$ cat src/hw/rsi_pkg.sv
/*
 reset initial conditions package: reset kinds, widths, post-reset values and the
 packed structs that carry the reset request and the peripheral init controls.
 assumes: nothing beyond a sv-2012 compiler.
*/
package rsi_pkg;
    // program counter and stack geometry
    localparam int PC_W = 13;
    localparam int SP_W = 3;
    localparam logic [12:0] PC_RST = 13'h0000;
    localparam logic [2:0] SP_TOP = 3'h0;
    // io direction: one means input
    localparam int IO_W = 29;
    localparam logic [28:0] IO_ALL_IN = 29'h1FFFFFFF;
    localparam int TM_N = 3;
    localparam logic [2:0] TM_ALL_OFF = 3'h0;
    localparam logic FLAG_CLR = 1'h0;
    localparam logic FLAG_SET = 1'h1;
    localparam logic [1:0] SEQ_CNT_MAX = 2'h3;

    // kind of reset that was recognised
    typedef enum logic [2:0]
    {
        RK_NONE,
        RK_POWER_ON,
        RK_LOW_VOLTAGE,
        RK_WDT_RUN,
        RK_WDT_HALT
    } rsi_kind_t;

    // reset request from the sources
    typedef struct packed
    {
        logic por;
        logic low_voltage_reset;
        logic wdt;
        logic halted;
    } rsi_src_t;

    // post-reset control bundle to core and peripherals
    typedef struct packed
    {
        logic pc_clear;
        logic sp_load;
        logic int_disable;
        logic wdt_tb_clear;
        logic tm_off;
        logic io_input;
    } rsi_init_t;
endpackage

$ cat src/hw/rsi_classify.sv
/*
 reset classifier: decodes the reset source bundle into a single reset kind.
 assumes: sources are synchronous to CLK and at most one kind is acted on per cycle.
*/
`timescale 1ns/10ps
module rsi_classify
(
    input wire rsi_pkg::rsi_src_t src,
    output rsi_pkg::rsi_kind_t kind
);
    ////////////////////////////////////////////////////////////////////////////////
    // priority decode: power-on dominates, then low voltage, then watchdog
    always_comb
    begin
        if (src.por)
        begin
            kind = rsi_pkg::RK_POWER_ON;
        end
        else if (src.low_voltage_reset && !src.halted)
        begin
            // low voltage detect is off while halted, so ignore it there
            kind = rsi_pkg::RK_LOW_VOLTAGE;
        end
        else if (src.wdt && src.halted)
        begin
            kind = rsi_pkg::RK_WDT_HALT;
        end
        else if (src.wdt)
        begin
            kind = rsi_pkg::RK_WDT_RUN;
        end
        else
        begin
            kind = rsi_pkg::RK_NONE;
        end
    end
endmodule // rsi_classify

$ cat src/hw/rsi_reset_init.sv
/*
 reset initial conditions block: keeps the time-out and power-down flags,
 and drives the core and peripherals to their post-reset state.
 assumes: reset sources are synchronous one-cycle-or-longer levels on CLK;
 the core accepts the init pulses and the pc/sp values on the same edge.
 limitation: a request that only stands on cycles with CE low is lost, so
 sources must stand until an enabled edge; the status flags have no
 software clear here, so a set and a clear can never meet in one cycle.
*/
// Functional notes
// - power-on clears both status flags
// - low-voltage reset keeps both flags
// - running watchdog reset sets timeout only
// - halted watchdog reset sets both flags
// - power-on disables every interrupt
// - power-on clears watchdog, time bases; watchdog runs
// - power-on switches all timers off
// - power-on makes all io pins inputs
// - power-on points stack at top
// - power-on forces program counter to zero
`timescale 1ns/10ps
module rsi_reset_init
(
    input wire logic CLK,
    input wire logic RST_N,
    input wire logic CE,
    input wire logic POR_REQ,
    input wire logic LOW_VOLTAGE_RESET,
    input wire logic WDT_TIMEOUT,
    input wire logic HALTED,
    output logic TIMEOUT_FLAG,
    output logic POWER_DOWN_FLAG,
    output logic PC_CLEAR,
    output logic [12:0] PC_VALUE,
    output logic SP_LOAD,
    output logic [2:0] SP_VALUE,
    output logic INT_DISABLE,
    output logic WDT_TB_CLEAR,
    output logic WDT_RUN,
    output logic TM_OFF,
    output logic [2:0] TM_ENABLE_MASK,
    output logic IO_INPUT,
    output logic [28:0] IO_DIR_IN,
    output logic [2:0] RESET_KIND
);
    ////////////////////////////////////////////////////////////////////////////////
    // declarations
    // the decoded kind feeds both next-state processes, so they never disagree
    rsi_pkg::rsi_src_t src; // bundled sources
    rsi_pkg::rsi_kind_t kind; // decoded kind this cycle
    logic timeout_ff; // time-out status flag
    logic nxt_timeout;
    logic pdown_ff; // power-down status flag
    logic nxt_pdown;
    rsi_pkg::rsi_init_t init_ff; // registered one-cycle init controls
    rsi_pkg::rsi_init_t nxt_init;
    rsi_pkg::rsi_kind_t kind_ff; // last reset kind seen
    rsi_pkg::rsi_kind_t nxt_kind;
    logic wdt_run_ff; // watchdog counting permission
    logic nxt_wdt_run;

    // one assignment fills the whole bundle, so it has a single driver
    assign src = {POR_REQ, LOW_VOLTAGE_RESET, WDT_TIMEOUT, HALTED};

    ////////////////////////////////////////////////////////////////////////////////
    // source decode
    // one priority decode shared by the flags and the pulses
    rsi_classify u_classify
    (
        .src (src),
        .kind (kind)
    );

    ////////////////////////////////////////////////////////////////////////////////
    // status flags next state; priority and the halted refusal of the low
    // voltage request live in the classifier, so each branch here sees
    // exactly one kind
    always_comb
    begin
        nxt_timeout = timeout_ff;
        nxt_pdown = pdown_ff;
        unique case (kind)
            rsi_pkg::RK_POWER_ON:
            begin
                nxt_timeout = rsi_pkg::FLAG_CLR;
                nxt_pdown = rsi_pkg::FLAG_CLR;
            end
            rsi_pkg::RK_LOW_VOLTAGE:
            begin
                // both flags hold their previous value
                nxt_timeout = timeout_ff;
                nxt_pdown = pdown_ff;
            end
            rsi_pkg::RK_WDT_RUN:
            begin
                // power-down flag untouched: the core was running
                nxt_timeout = rsi_pkg::FLAG_SET;
            end
            rsi_pkg::RK_WDT_HALT:
            begin
                nxt_timeout = rsi_pkg::FLAG_SET;
                nxt_pdown = rsi_pkg::FLAG_SET;
            end
            rsi_pkg::RK_NONE:
            begin
                // idle: flags stay
            end
            default:
            begin
                // illegal kind code: hold flags
            end
        endcase
    end

    ////////////////////////////////////////////////////////////////////////////////
    // init control pulses next state; the pulses are rebuilt every cycle, so
    // a request held for n enabled edges gives n cycles of pulse, one cycle behind
    // the request, so the last pulse stands in the cycle after the sources drop
    always_comb
    begin
        nxt_init = '0;
        nxt_kind = kind_ff;
        nxt_wdt_run = wdt_run_ff;
        unique case (kind)
            rsi_pkg::RK_POWER_ON:
            begin
                nxt_kind = kind;
                nxt_init.pc_clear = 1'h1;
                nxt_init.sp_load = 1'h1;
                nxt_init.int_disable = 1'h1;
                nxt_init.wdt_tb_clear = 1'h1;
                nxt_init.tm_off = 1'h1;
                nxt_init.io_input = 1'h1;
                nxt_wdt_run = 1'h1;
            end
            rsi_pkg::RK_LOW_VOLTAGE, rsi_pkg::RK_WDT_RUN:
            begin
                // running resets act as full resets of the core state; the
                // watchdog keeps its run permission and only restarts its count
                nxt_kind = kind;
                nxt_init.pc_clear = 1'h1;
                nxt_init.sp_load = 1'h1;
                nxt_init.int_disable = 1'h1;
                nxt_init.wdt_tb_clear = 1'h1;
                nxt_init.tm_off = 1'h1;
                nxt_init.io_input = 1'h1;
            end
            rsi_pkg::RK_WDT_HALT:
            begin
                // halted watchdog reset only restarts pc and stack; the rest of
                // the core keeps its state for the code that runs after wake-up
                nxt_kind = kind;
                nxt_init.pc_clear = 1'h1;
                nxt_init.sp_load = 1'h1;
            end
            rsi_pkg::RK_NONE:
            begin
                // no request: pulses low, last kind kept for software
            end
            default:
            begin
                // illegal kind code: no pulse, kind kept
            end
        endcase
    end

    ////////////////////////////////////////////////////////////////////////////////
    // status flag registers; the block reset acts as a power-on, so both flags
    // clear; the reset wins over a low enable so a stalled enable cannot keep
    // stale flags through a reset
    always_ff @(posedge CLK)
    begin
        if (!RST_N)
        begin
            timeout_ff <= rsi_pkg::FLAG_CLR;
            pdown_ff <= rsi_pkg::FLAG_CLR;
        end
        else if (CE)
        begin
            timeout_ff <= nxt_timeout;
            pdown_ff <= nxt_pdown;
        end
    end

    ////////////////////////////////////////////////////////////////////////////////
    // init control registers; the pulses stand while RST_N is low so the
    // peripherals start clean, and fall at the first enabled edge after it,
    // unless a source is already asking again
    always_ff @(posedge CLK)
    begin
        if (!RST_N)
        begin
            init_ff <= '1;
            kind_ff <= rsi_pkg::RK_POWER_ON;
            wdt_run_ff <= 1'h1;
        end
        else if (CE)
        begin
            init_ff <= nxt_init;
            kind_ff <= nxt_kind;
            wdt_run_ff <= nxt_wdt_run;
        end
    end

    ////////////////////////////////////////////////////////////////////////////////
    // outputs, all from flip-flops or constants; the load values are fixed and
    // only the pulses say when they apply, which keeps the pc, stack, timer
    // and io paths free of extra registers
    assign TIMEOUT_FLAG = timeout_ff;
    assign POWER_DOWN_FLAG = pdown_ff;
    // init pulses towards the core and the peripherals
    assign PC_CLEAR = init_ff.pc_clear;
    assign PC_VALUE = rsi_pkg::PC_RST;
    assign SP_LOAD = init_ff.sp_load;
    assign SP_VALUE = rsi_pkg::SP_TOP;
    assign INT_DISABLE = init_ff.int_disable;
    assign WDT_TB_CLEAR = init_ff.wdt_tb_clear;
    assign WDT_RUN = wdt_run_ff;
    assign TM_OFF = init_ff.tm_off;
    assign TM_ENABLE_MASK = rsi_pkg::TM_ALL_OFF;
    assign IO_INPUT = init_ff.io_input;
    assign IO_DIR_IN = rsi_pkg::IO_ALL_IN;
    // last kind seen, so software can tell why it restarted
    assign RESET_KIND = kind_ff;
endmodule // rsi_reset_init

$ cat config.mk
export PLATFORM = sky130hd
export DESIGN_NAME = rsi_reset_init
export DESIGN_NICKNAME = d
export VERILOG_FILES = /design/src/hw/rsi_pkg.sv /design/src/hw/rsi_classify.sv /design/src/hw/rsi_reset_init.sv
export SDC_FILE = /design/constraint.sdc
export NUM_CORES = 1
export LEC_CHECK = 0
export BUFFER_PORTS_ARGS = -buffer_cell sky130_fd_sc_hd__buf_4
export CORE_ASPECT_RATIO = 0.9
export CORE_UTILIZATION = 32
export DETAILED_ROUTE_END_ITERATION = 12
export PLACE_DENSITY = 0.82
export SLEW_MARGIN = 25
export SYNTH_ARGS = -nofsm -noshare
export SYNTH_HDL_FRONTEND = slang
export SYNTH_SLANG_ARGS = --single-unit
$ cat constraint.sdc
create_clock -name CLK -period 0.8 [get_ports CLK]
set_input_delay 0.08 -clock CLK [delete_from_list [all_inputs] [get_ports CLK]]
set_output_delay 0.08 -clock CLK [all_outputs]
set_load 0.01 [all_outputs]
Yosys cells after proc, flatten, opt, wreduce, memory -nomap -nowiden:

Cells that the tools add are included.

* flip-flop bits (word level): 11
* ROM bits: 0
* RAM bits: 0
* input port bits: 7
* output and inout bits: 60
* bits in latches: 0
* memories: 0
* word-level logic and storage cells: 32

* shift operators: 0
* mux-type cells: 8
* add/subtract/negate cells: 0
* equality and inequality tests: 4
* bitwise operators: 0
* $mul: 0
* reductions and logical operators: 11
* $lt $le $gt $ge: 0
* div/mod/pow operators: 0

Operator list (number)
* 3-bit 2-to-1 mux: 3
* 3-bit by 2-bit == test with 1-bit output, second input constant: 2
* 2-bit AND reduction: 3
* 2-bit 2-to-1 mux: 2
* 4-bit 2-to-1 mux: 1
* 1-bit case mux with 2 select lines: 2
* 2-bit nonzero test: 2
* 4-bit OR reduction: 1
* 3-bit by 1-bit == test with 1-bit output, second input constant: 1
* 3-bit == test, second input constant: 1
* 3-bit OR reduction: 1
* 1-bit logical AND: 2
* 2-bit OR reduction: 1
* 1-bit zero test: 1

Depth between registers and ports, before layout:

Gate-level depths: netlist of run 1.

* word-level depth: 8
* mapped depth: 4
* depth with buffers taken out: 3

Modules after synthesis:

From an unflattened synthesis of run 1, not the netlist that was laid out.

* cells, all modules: 97
* area, all modules: 760.7 um^2

By module, submodules not included
* rsi_reset_init: cells an instance 91, instances 1, seq. area each 140.1 um^2, area an instance 730.7 um^2
* rsi_classify: cells an instance 6, instances 1, seq. area each 0.0 um^2, area an instance 30.0 um^2

Worst setup path after synthesis of run 1:

Ideal clock, no wire load.

* path kind: register to register
* start: reg, netlist name RESET_KIND[2]
* end: reg kind_ff[2] (netlist: RESET_KIND[2])
* path slack: -84 ps
* path buffers: 0
* required time: 730 ps
* data arrival time: 814 ps
* period minus slack after synthesis: 884 ps
* stages on the path, launching flop included: 3
* library setup time: 70 ps
* cell sequence: dfxtp_1 -> or3b_1 -> a21boi_1

RTL lines
* end signal, assigned: RTL line rsi_reset_init.sv:194 `kind_ff <= rsi_pkg::RK_POWER_ON;`
* end signal, assigned: RTL line rsi_reset_init.sv:200 `kind_ff <= nxt_kind;`
* end, declared: RTL line rsi_reset_init.sv:57 `rsi_pkg::rsi_kind_t kind_ff;`

==> impl_metrics.py, run 1 <==
metrics = {
    "cells_and_area": {
        "diodes": 0,
        "final_nets": 115,
        "final_cell_mix": "conb_1, buf_6, buf_4",
        "stdcell_count": 132,
        "fin_util_pct": 37.4,
        "stdcell_area_um2": 743,
        "mostFrequentLayoutCell": "conb_1",
        "layout-drive-gt1-share_pct": 29.9,
        "syn2layout_area_growth_pct": 5.88,
        "fillCellCount": 199,
    },
    "timing": {
        "fmax_mhz": 1130,
        "rsz0062_at_grt": "true",
        "fin_crit_ps": 887,
        "final_max_slew_viol_count": 0,
        "hold_viol": 0,
        "setup_viol": 6,
        "setup_slack_ps": -87.5,
        "fin_worst_skew_ps": 0,
        "period_share_pct": 111,
    },
    "critical_path": {
        "rr_startpoint": "RESET_KIND[2]$_SDFFE_PN0P_",
        "cp_slowest_cell": "or3b_1",
        "arrival_ps": 1070,
        "start_kind": "flop",
        "slowest_delay_ps": 360,
        "cp_cell_sequence": "or3b_1 > a21boi_1",
        "r2r_end": "RESET_KIND[2]$_SDFFE_PN0P_",
        "reg2regPathDepth": 2,
        "cp.required_ps": 980,
        "path_buf_inv": 0,
        "r2r_slack_ps": -90,
        "critPathMaxFanout": 2,
        "crit_family": "simple AND/OR/NAND/NOR gates",
        "crit_type": "reg -> reg",
        "worstSetupEndpointType": "flop",
    },
    "grt": {
        "grt_pass1_vias": 359,
        "grt_max_degree": 10,
        "grtUsageTotal_pct": 9.10,
        "antenna_found_initial": 0,
        "grt_pass1_wl_um": 1500,
        "overflow": 0,
    },
    "cts": {
        "cts_made_buffers": 3,
        "cts.clk_slew.worst_paths_ps": 60,
        "htree_levels": 1,
        "hold_buffers": 0,
        "cts_tree": "yes",
        "worstSkewPairLatency_ps": 250,
        "cts.sinks": 7,
        "post_cts_buffers": 0,
        "clockBufferDepth": 2,
        "cts_root_buf": "clkbuf_4",
    },
    "die": {
        "die_area_um2": 2390,
        "die_w_um": 51.4,
        "floorplan.initialDensity_pct": 35.3,
        "dieHeight_um": 46.4,
        "ios": 67,
        "core_area_um2": 1990,
        "num_rows": 15,
    },
    "detailed_routing": {
        "drt_iter0_markers": 2,
        "ant_nets": 0,
        "drtPass1Iterations": 2,
        "viasPerCell": 3.63,
        "post_drt_wl_per_cell_um": 8.40,
        "num_vias": 479,
        "routed_wl_um": 1110,
        "drcViolationCount": 0,
    },
    "synthesis": {
        "synth_cell_types": 19,
        "avgSynthCellArea_um2": 7.89,
        "synthCells": 89,
        "synth_edf_count": 0,
        "synth_area_um2": 702,
        "ys_async_sr_fraction_pct": 0,
        "ys.warnings.count": 0,
        "yosys_most_used_dff": "dfxtp_1",
        "ys_ff_latch": 7,
        "ys_seq_area_share_pct": 20.0,
    },
    "place": {
        "place_hpwl_um": 894,
        "numPortBuffers": 17,
        "postPlaceCellArea_um2": 666,
        "gp_congestion": 0.657,
        "place_inst": 128,
    },
    "power_and_ir_drop": {
        "pwr-share-seq_pct": 38.6,
        "p_switching_uw": 324,
        "p_leak_nw": 0.397,
        "internal_power_uw": 653,
        "p_per_area_nw_per_um2": 1310,
        "peakVddDrop_v": 0.000630,
        "p_sw_share_pct": 33.1,
        "clkPwrFrac_pct": 33.5,
        "combPwrFrac_pct": 27.9,
    },
    "run_status": {
        "violations": "negative setup slack",
        "status": "finished, violations left",
    },
    "min_path": {
        "hp-start": "RST_N",
        "worstHoldPathCells": 2,
        "holdPathEnd": "INT_DISABLE$_SDFFE_PN1P_",
        "hp-class": "in -> reg",
    },
    "flow_run": {
        "drv_cap": 0,
    },
}
-- worst max path at each step --
stage                                             to  slack (ps)                        from  cells past startpoint
after floorplan           RESET_KIND[2]$_SDFFE_PN0P_         -50  RESET_KIND[2]$_SDFFE_PN0P_                      2
after global placement    RESET_KIND[2]$_SDFFE_PN0P_        -100           LOW_VOLTAGE_RESET                      4
after detailed placement  RESET_KIND[2]$_SDFFE_PN0P_        -140           LOW_VOLTAGE_RESET                      4
after CTS                              RESET_KIND[2]         -80  RESET_KIND[2]$_SDFFE_PN0P_                      2
after global routing      RESET_KIND[2]$_SDFFE_PN0P_        -140  RESET_KIND[2]$_SDFFE_PN0P_                      2
final                     RESET_KIND[2]$_SDFFE_PN0P_         -90  RESET_KIND[2]$_SDFFE_PN0P_                      2
-- area by class of cell --
type                            instances  area (µm²)  share of cell area [%]
Clock buffer                            4        26.3                    3.54
Inverter                                1        3.75                   0.505
Multi-Input combinational cell         74         332                    44.6
Sequential cell                         7         151                    20.4
Tap cell                               25        31.3                    4.21
Timing Repair Buffer                   21         199                    26.8
-- metal layers --
metal	up-vias	GRT usage (%)	wire, µm
li1	217	-	-
met5	-	0	0
met2	45	18.7	652
met3	4	4.95	117
met4	0	3.24	25
met1	213	7.20	314
-- cells by family (layout without fill, tap and decap cells) --
logic type / count (synthesis) / after routing / share of synthesized area [%]
buffers and inverters: 55 / 26 / 57.9
and+or+nand+nor: 14 / 14 / 10.7
AOI/OAI and AO/OA: 11 / 11 / 10.3
DFF: 7 / 7 / 20.0
other: 2 / 49 / 1.07
-- worst register-to-register path, delay by kind of cell (launching register included) --
family | cells | cell delay, ps
AND/OR/NAND/NOR | 1 | 360
flip-flops | 1 | 340
AO/OA/AOI/OAI | 1 | 120
-- synthesized netlist by cell type, types with 2 or more instances --
cell / n / area, µm²
nand2_1: 4 / 15.0
buf_4: 53 / 398
dfxtp_1: 7 / 140
nor2_1: 3 / 11.3
nand2b_1: 2 / 12.5
conb_1: 2 / 7.51
nor2b_1: 3 / 18.8
o21ai_1: 3 / 15.0
a31oi_1: 2 / 12.5
-- sequential cells by signal (all words and copies together) (netlist names) --
register	count
INT_DISABLE	1
PC_CLEAR	1
POWER_DOWN_FLAG	1
RESET_KIND	3
TIMEOUT_FLAG	1
-- metrics by stage --
step	worst slack [ps]	power (mW)	hold slack [ps]	setup TNS, ps
2_1_floorplan	-51.5	0.731	142	-51.5
3_3_place_gp	-95.4	0.628	291	-179
3_5_place_dp	-140	0.633	294	-332
4_1_cts	-76.9	0.970	21.5	-248
5_1_grt	-144	1.05	18.5	-467
6_report	-87.5	0.976	24.3	-246
-- power by group through the flow --
stage	registers, mW	logic, mW	clock network (mW)
final	0.377	0.272	0.327
after global routing	0.379	0.303	0.365
after CTS	0.374	0.261	0.335
after detailed placement	0.381	0.253	0
after global placement	0.380	0.248	0
after floorplan	0.387	0.344	0
-- what timing repair did --
| action | in CTS | in global routing |
|---|---|---|
| hold endpoints to repair | 0 | 0 |
| endpoints found under the setup margin | 8 | 12 |
| resized for setup | 9 | 9 |
No activity file was read; power rests on OpenSTA's default activity.
==> run 2, diff against run 1 <==
CORE_UTILIZATION = 38   (was 32)
PLACE_DENSITY = 0.9   (was 0.82)
clock period = 1.1 ns   (was 0.8 ns; I/O delays follow)
==> impl_metrics.py, run 2 (synthesized netlist as in run 1, its figures left out) <==
metrics = {
    "run_status": {
        "status": "complete, no violations",
    },
    "critical_path": {
        "arrival_ps": 1090,
        "setup.worst_path.start": "RESET_KIND[2]$_SDFFE_PN0P_",
        "r2r_end": "RESET_KIND[2]$_SDFFE_PN0P_",
        "cp.required_ps": 1280,
        "cp_slowest_cell": "or3b_1",
        "crit_type": "reg -> reg",
        "path_buf_inv": 0,
        "critPathMaxFanout": 3,
        "crit_family": "simple AND/OR/NAND/NOR gates",
        "reg2regPathDepth": 2,
        "start_kind": "flop",
        "r2r_slack_ps": 190,
        "slowest_delay_ps": 370,
        "critPathCapture": "RESET_KIND[2]$_SDFFE_PN0P_",
        "cp_cell_sequence": "or3b_1 > a21boi_1",
        "worstSetupEndpointType": "flop",
        "path_depth": 2,
        "rr_startpoint": "RESET_KIND[2]$_SDFFE_PN0P_",
    },
    "timing": {
        "fmax_mhz": 1090,
        "finalSetupTns_ps": 0,
        "hold_viol": 0,
        "fin_crit_ps": 915,
        "setup_viol": 0,
        "rsz0062_at_grt": "false",
        "final_max_slew_viol_count": 0,
        "fin_worst_skew_ps": 0,
        "period_share_pct": 83.1,
    },
    "place": {
        "postPlaceCellArea_um2": 633,
        "gp_congestion": 0.718,
        "numPortBuffers": 17,
        "place_hpwl_um": 844,
    },
    "detailed_routing": {
        "routed_wl_um": 984,
        "drt_iter0_markers": 2,
        "drcViolationCount": 0,
        "post_drt_wl_per_cell_um": 7.75,
        "viasPerCell": 3.50,
        "drtPass1Iterations": 4,
        "num_vias": 445,
        "ant_nets": 0,
    },
    "cts": {
        "cts_made_buffers": 3,
        "cts_tree": "yes",
        "htree_levels": 1,
        "cts_root_buf": "clkbuf_4",
        "cts_resized": 0,
        "post_cts_buffers": 0,
        "cts.clk_slew.worst_paths_ps": 50,
        "hold_buffers": 0,
        "cts.sinks": 7,
        "clockBufferDepth": 2,
        "worstSkewPairLatency_ps": 250,
    },
    "grt": {
        "grt_pass1_wl_um": 1440,
        "antenna_found_initial": 0,
        "grtUsageTotal_pct": 11.1,
        "grt_max_degree": 10,
        "overflow": 0,
        "grt_pass1_vias": 331,
    },
    "die": {
        "ios": 67,
        "core_area_um2": 1700,
        "num_rows": 14,
        "floorplan.initialDensity_pct": 41.3,
        "die_w_um": 47.3,
        "dieHeight_um": 42.8,
        "die_area_um2": 2020,
    },
    "power_and_ir_drop": {
        "peakVddDrop_v": 0.000410,
        "total_power_uw": 677,
        "p_leak_nw": 0.362,
        "p_per_area_nw_per_um2": 1030,
    },
    "cells_and_area": {
        "multi_input_area_um2": 332,
        "final_cell_mix": "conb_1, buf_4, dfxtp_1",
        "layout-drive-gt1-share_pct": 20.4,
        "diodes": 0,
        "fin_util_pct": 38.8,
        "seq_area_um2": 140,
        "stdcell_area_um2": 659,
        "final_nets": 111,
        "syn2layout_area_growth_pct": -6.06,
        "fillCellCount": 191,
        "mostFrequentLayoutCell": "conb_1",
        "largest_register_ffs": 3,
    },
    "min_path": {
        "hp-class": "in -> reg",
    },
    "flow_run": {
        "drv_cap": 0,
    },
}
==> run 2: cell count changes in the layout (fill, tap and decap cells not counted) <==
cell / change
buf_6: -11
buf_4: +7
dfxtp_4: -1
dfxtp_2: -6
dfxtp_1: +7
==> run 2: worst min path at each step <==
stage          depth (start not counted)                        to  slack [ps]  startpoint
3_5_place_dp                           2  INT_DISABLE$_SDFFE_PN1P_         330       RST_N
2_1_floorplan                          1  INT_DISABLE$_SDFFE_PN1P_         170       RST_N
3_3_place_gp                           2  INT_DISABLE$_SDFFE_PN1P_         320       RST_N
4_1_cts                                2  INT_DISABLE$_SDFFE_PN1P_          50       RST_N
6_report                               2  INT_DISABLE$_SDFFE_PN1P_          60       RST_N
5_1_grt                                2  INT_DISABLE$_SDFFE_PN1P_          50       RST_N
==> run 2: area by class of cell <==
cell class,count,share of cell area [%]
multi-input combinational,74,50.3
tap,24,4.55
inverter,1,0.569
timing repair buffer,17,19.4
clock buffer,4,3.98
sequential,7,21.3
==> run 2: report_power, final <==
part           switching [mW]  internal (mW)
registers             0.00769          0.264
logic                   0.121         0.0529
clock network          0.0919          0.138
==> run 2: per-layer routing <==
metal | vias to the layer above | routed length (µm) | track usage, %
li1 | 210 | - | -
met1 | 197 | 321 | 9.61
met5 | - | 0 | 0
met4 | 0 | 10 | 8.57
met2 | 36 | 557 | 17.8
met3 | 2 | 96 | 6.38
==> run 2: stage by stage <==
step | worst slack, ps | std cells | hold slack [ps]
after global placement | 155 | 123 | 325
after detailed placement | 101 | 123 | 325
after floorplan | 216 | 136 | 172
final | 185 | 127 | 61.9
after global routing | 121 | 127 | 54.7
after CTS | 164 | 127 | 53.7
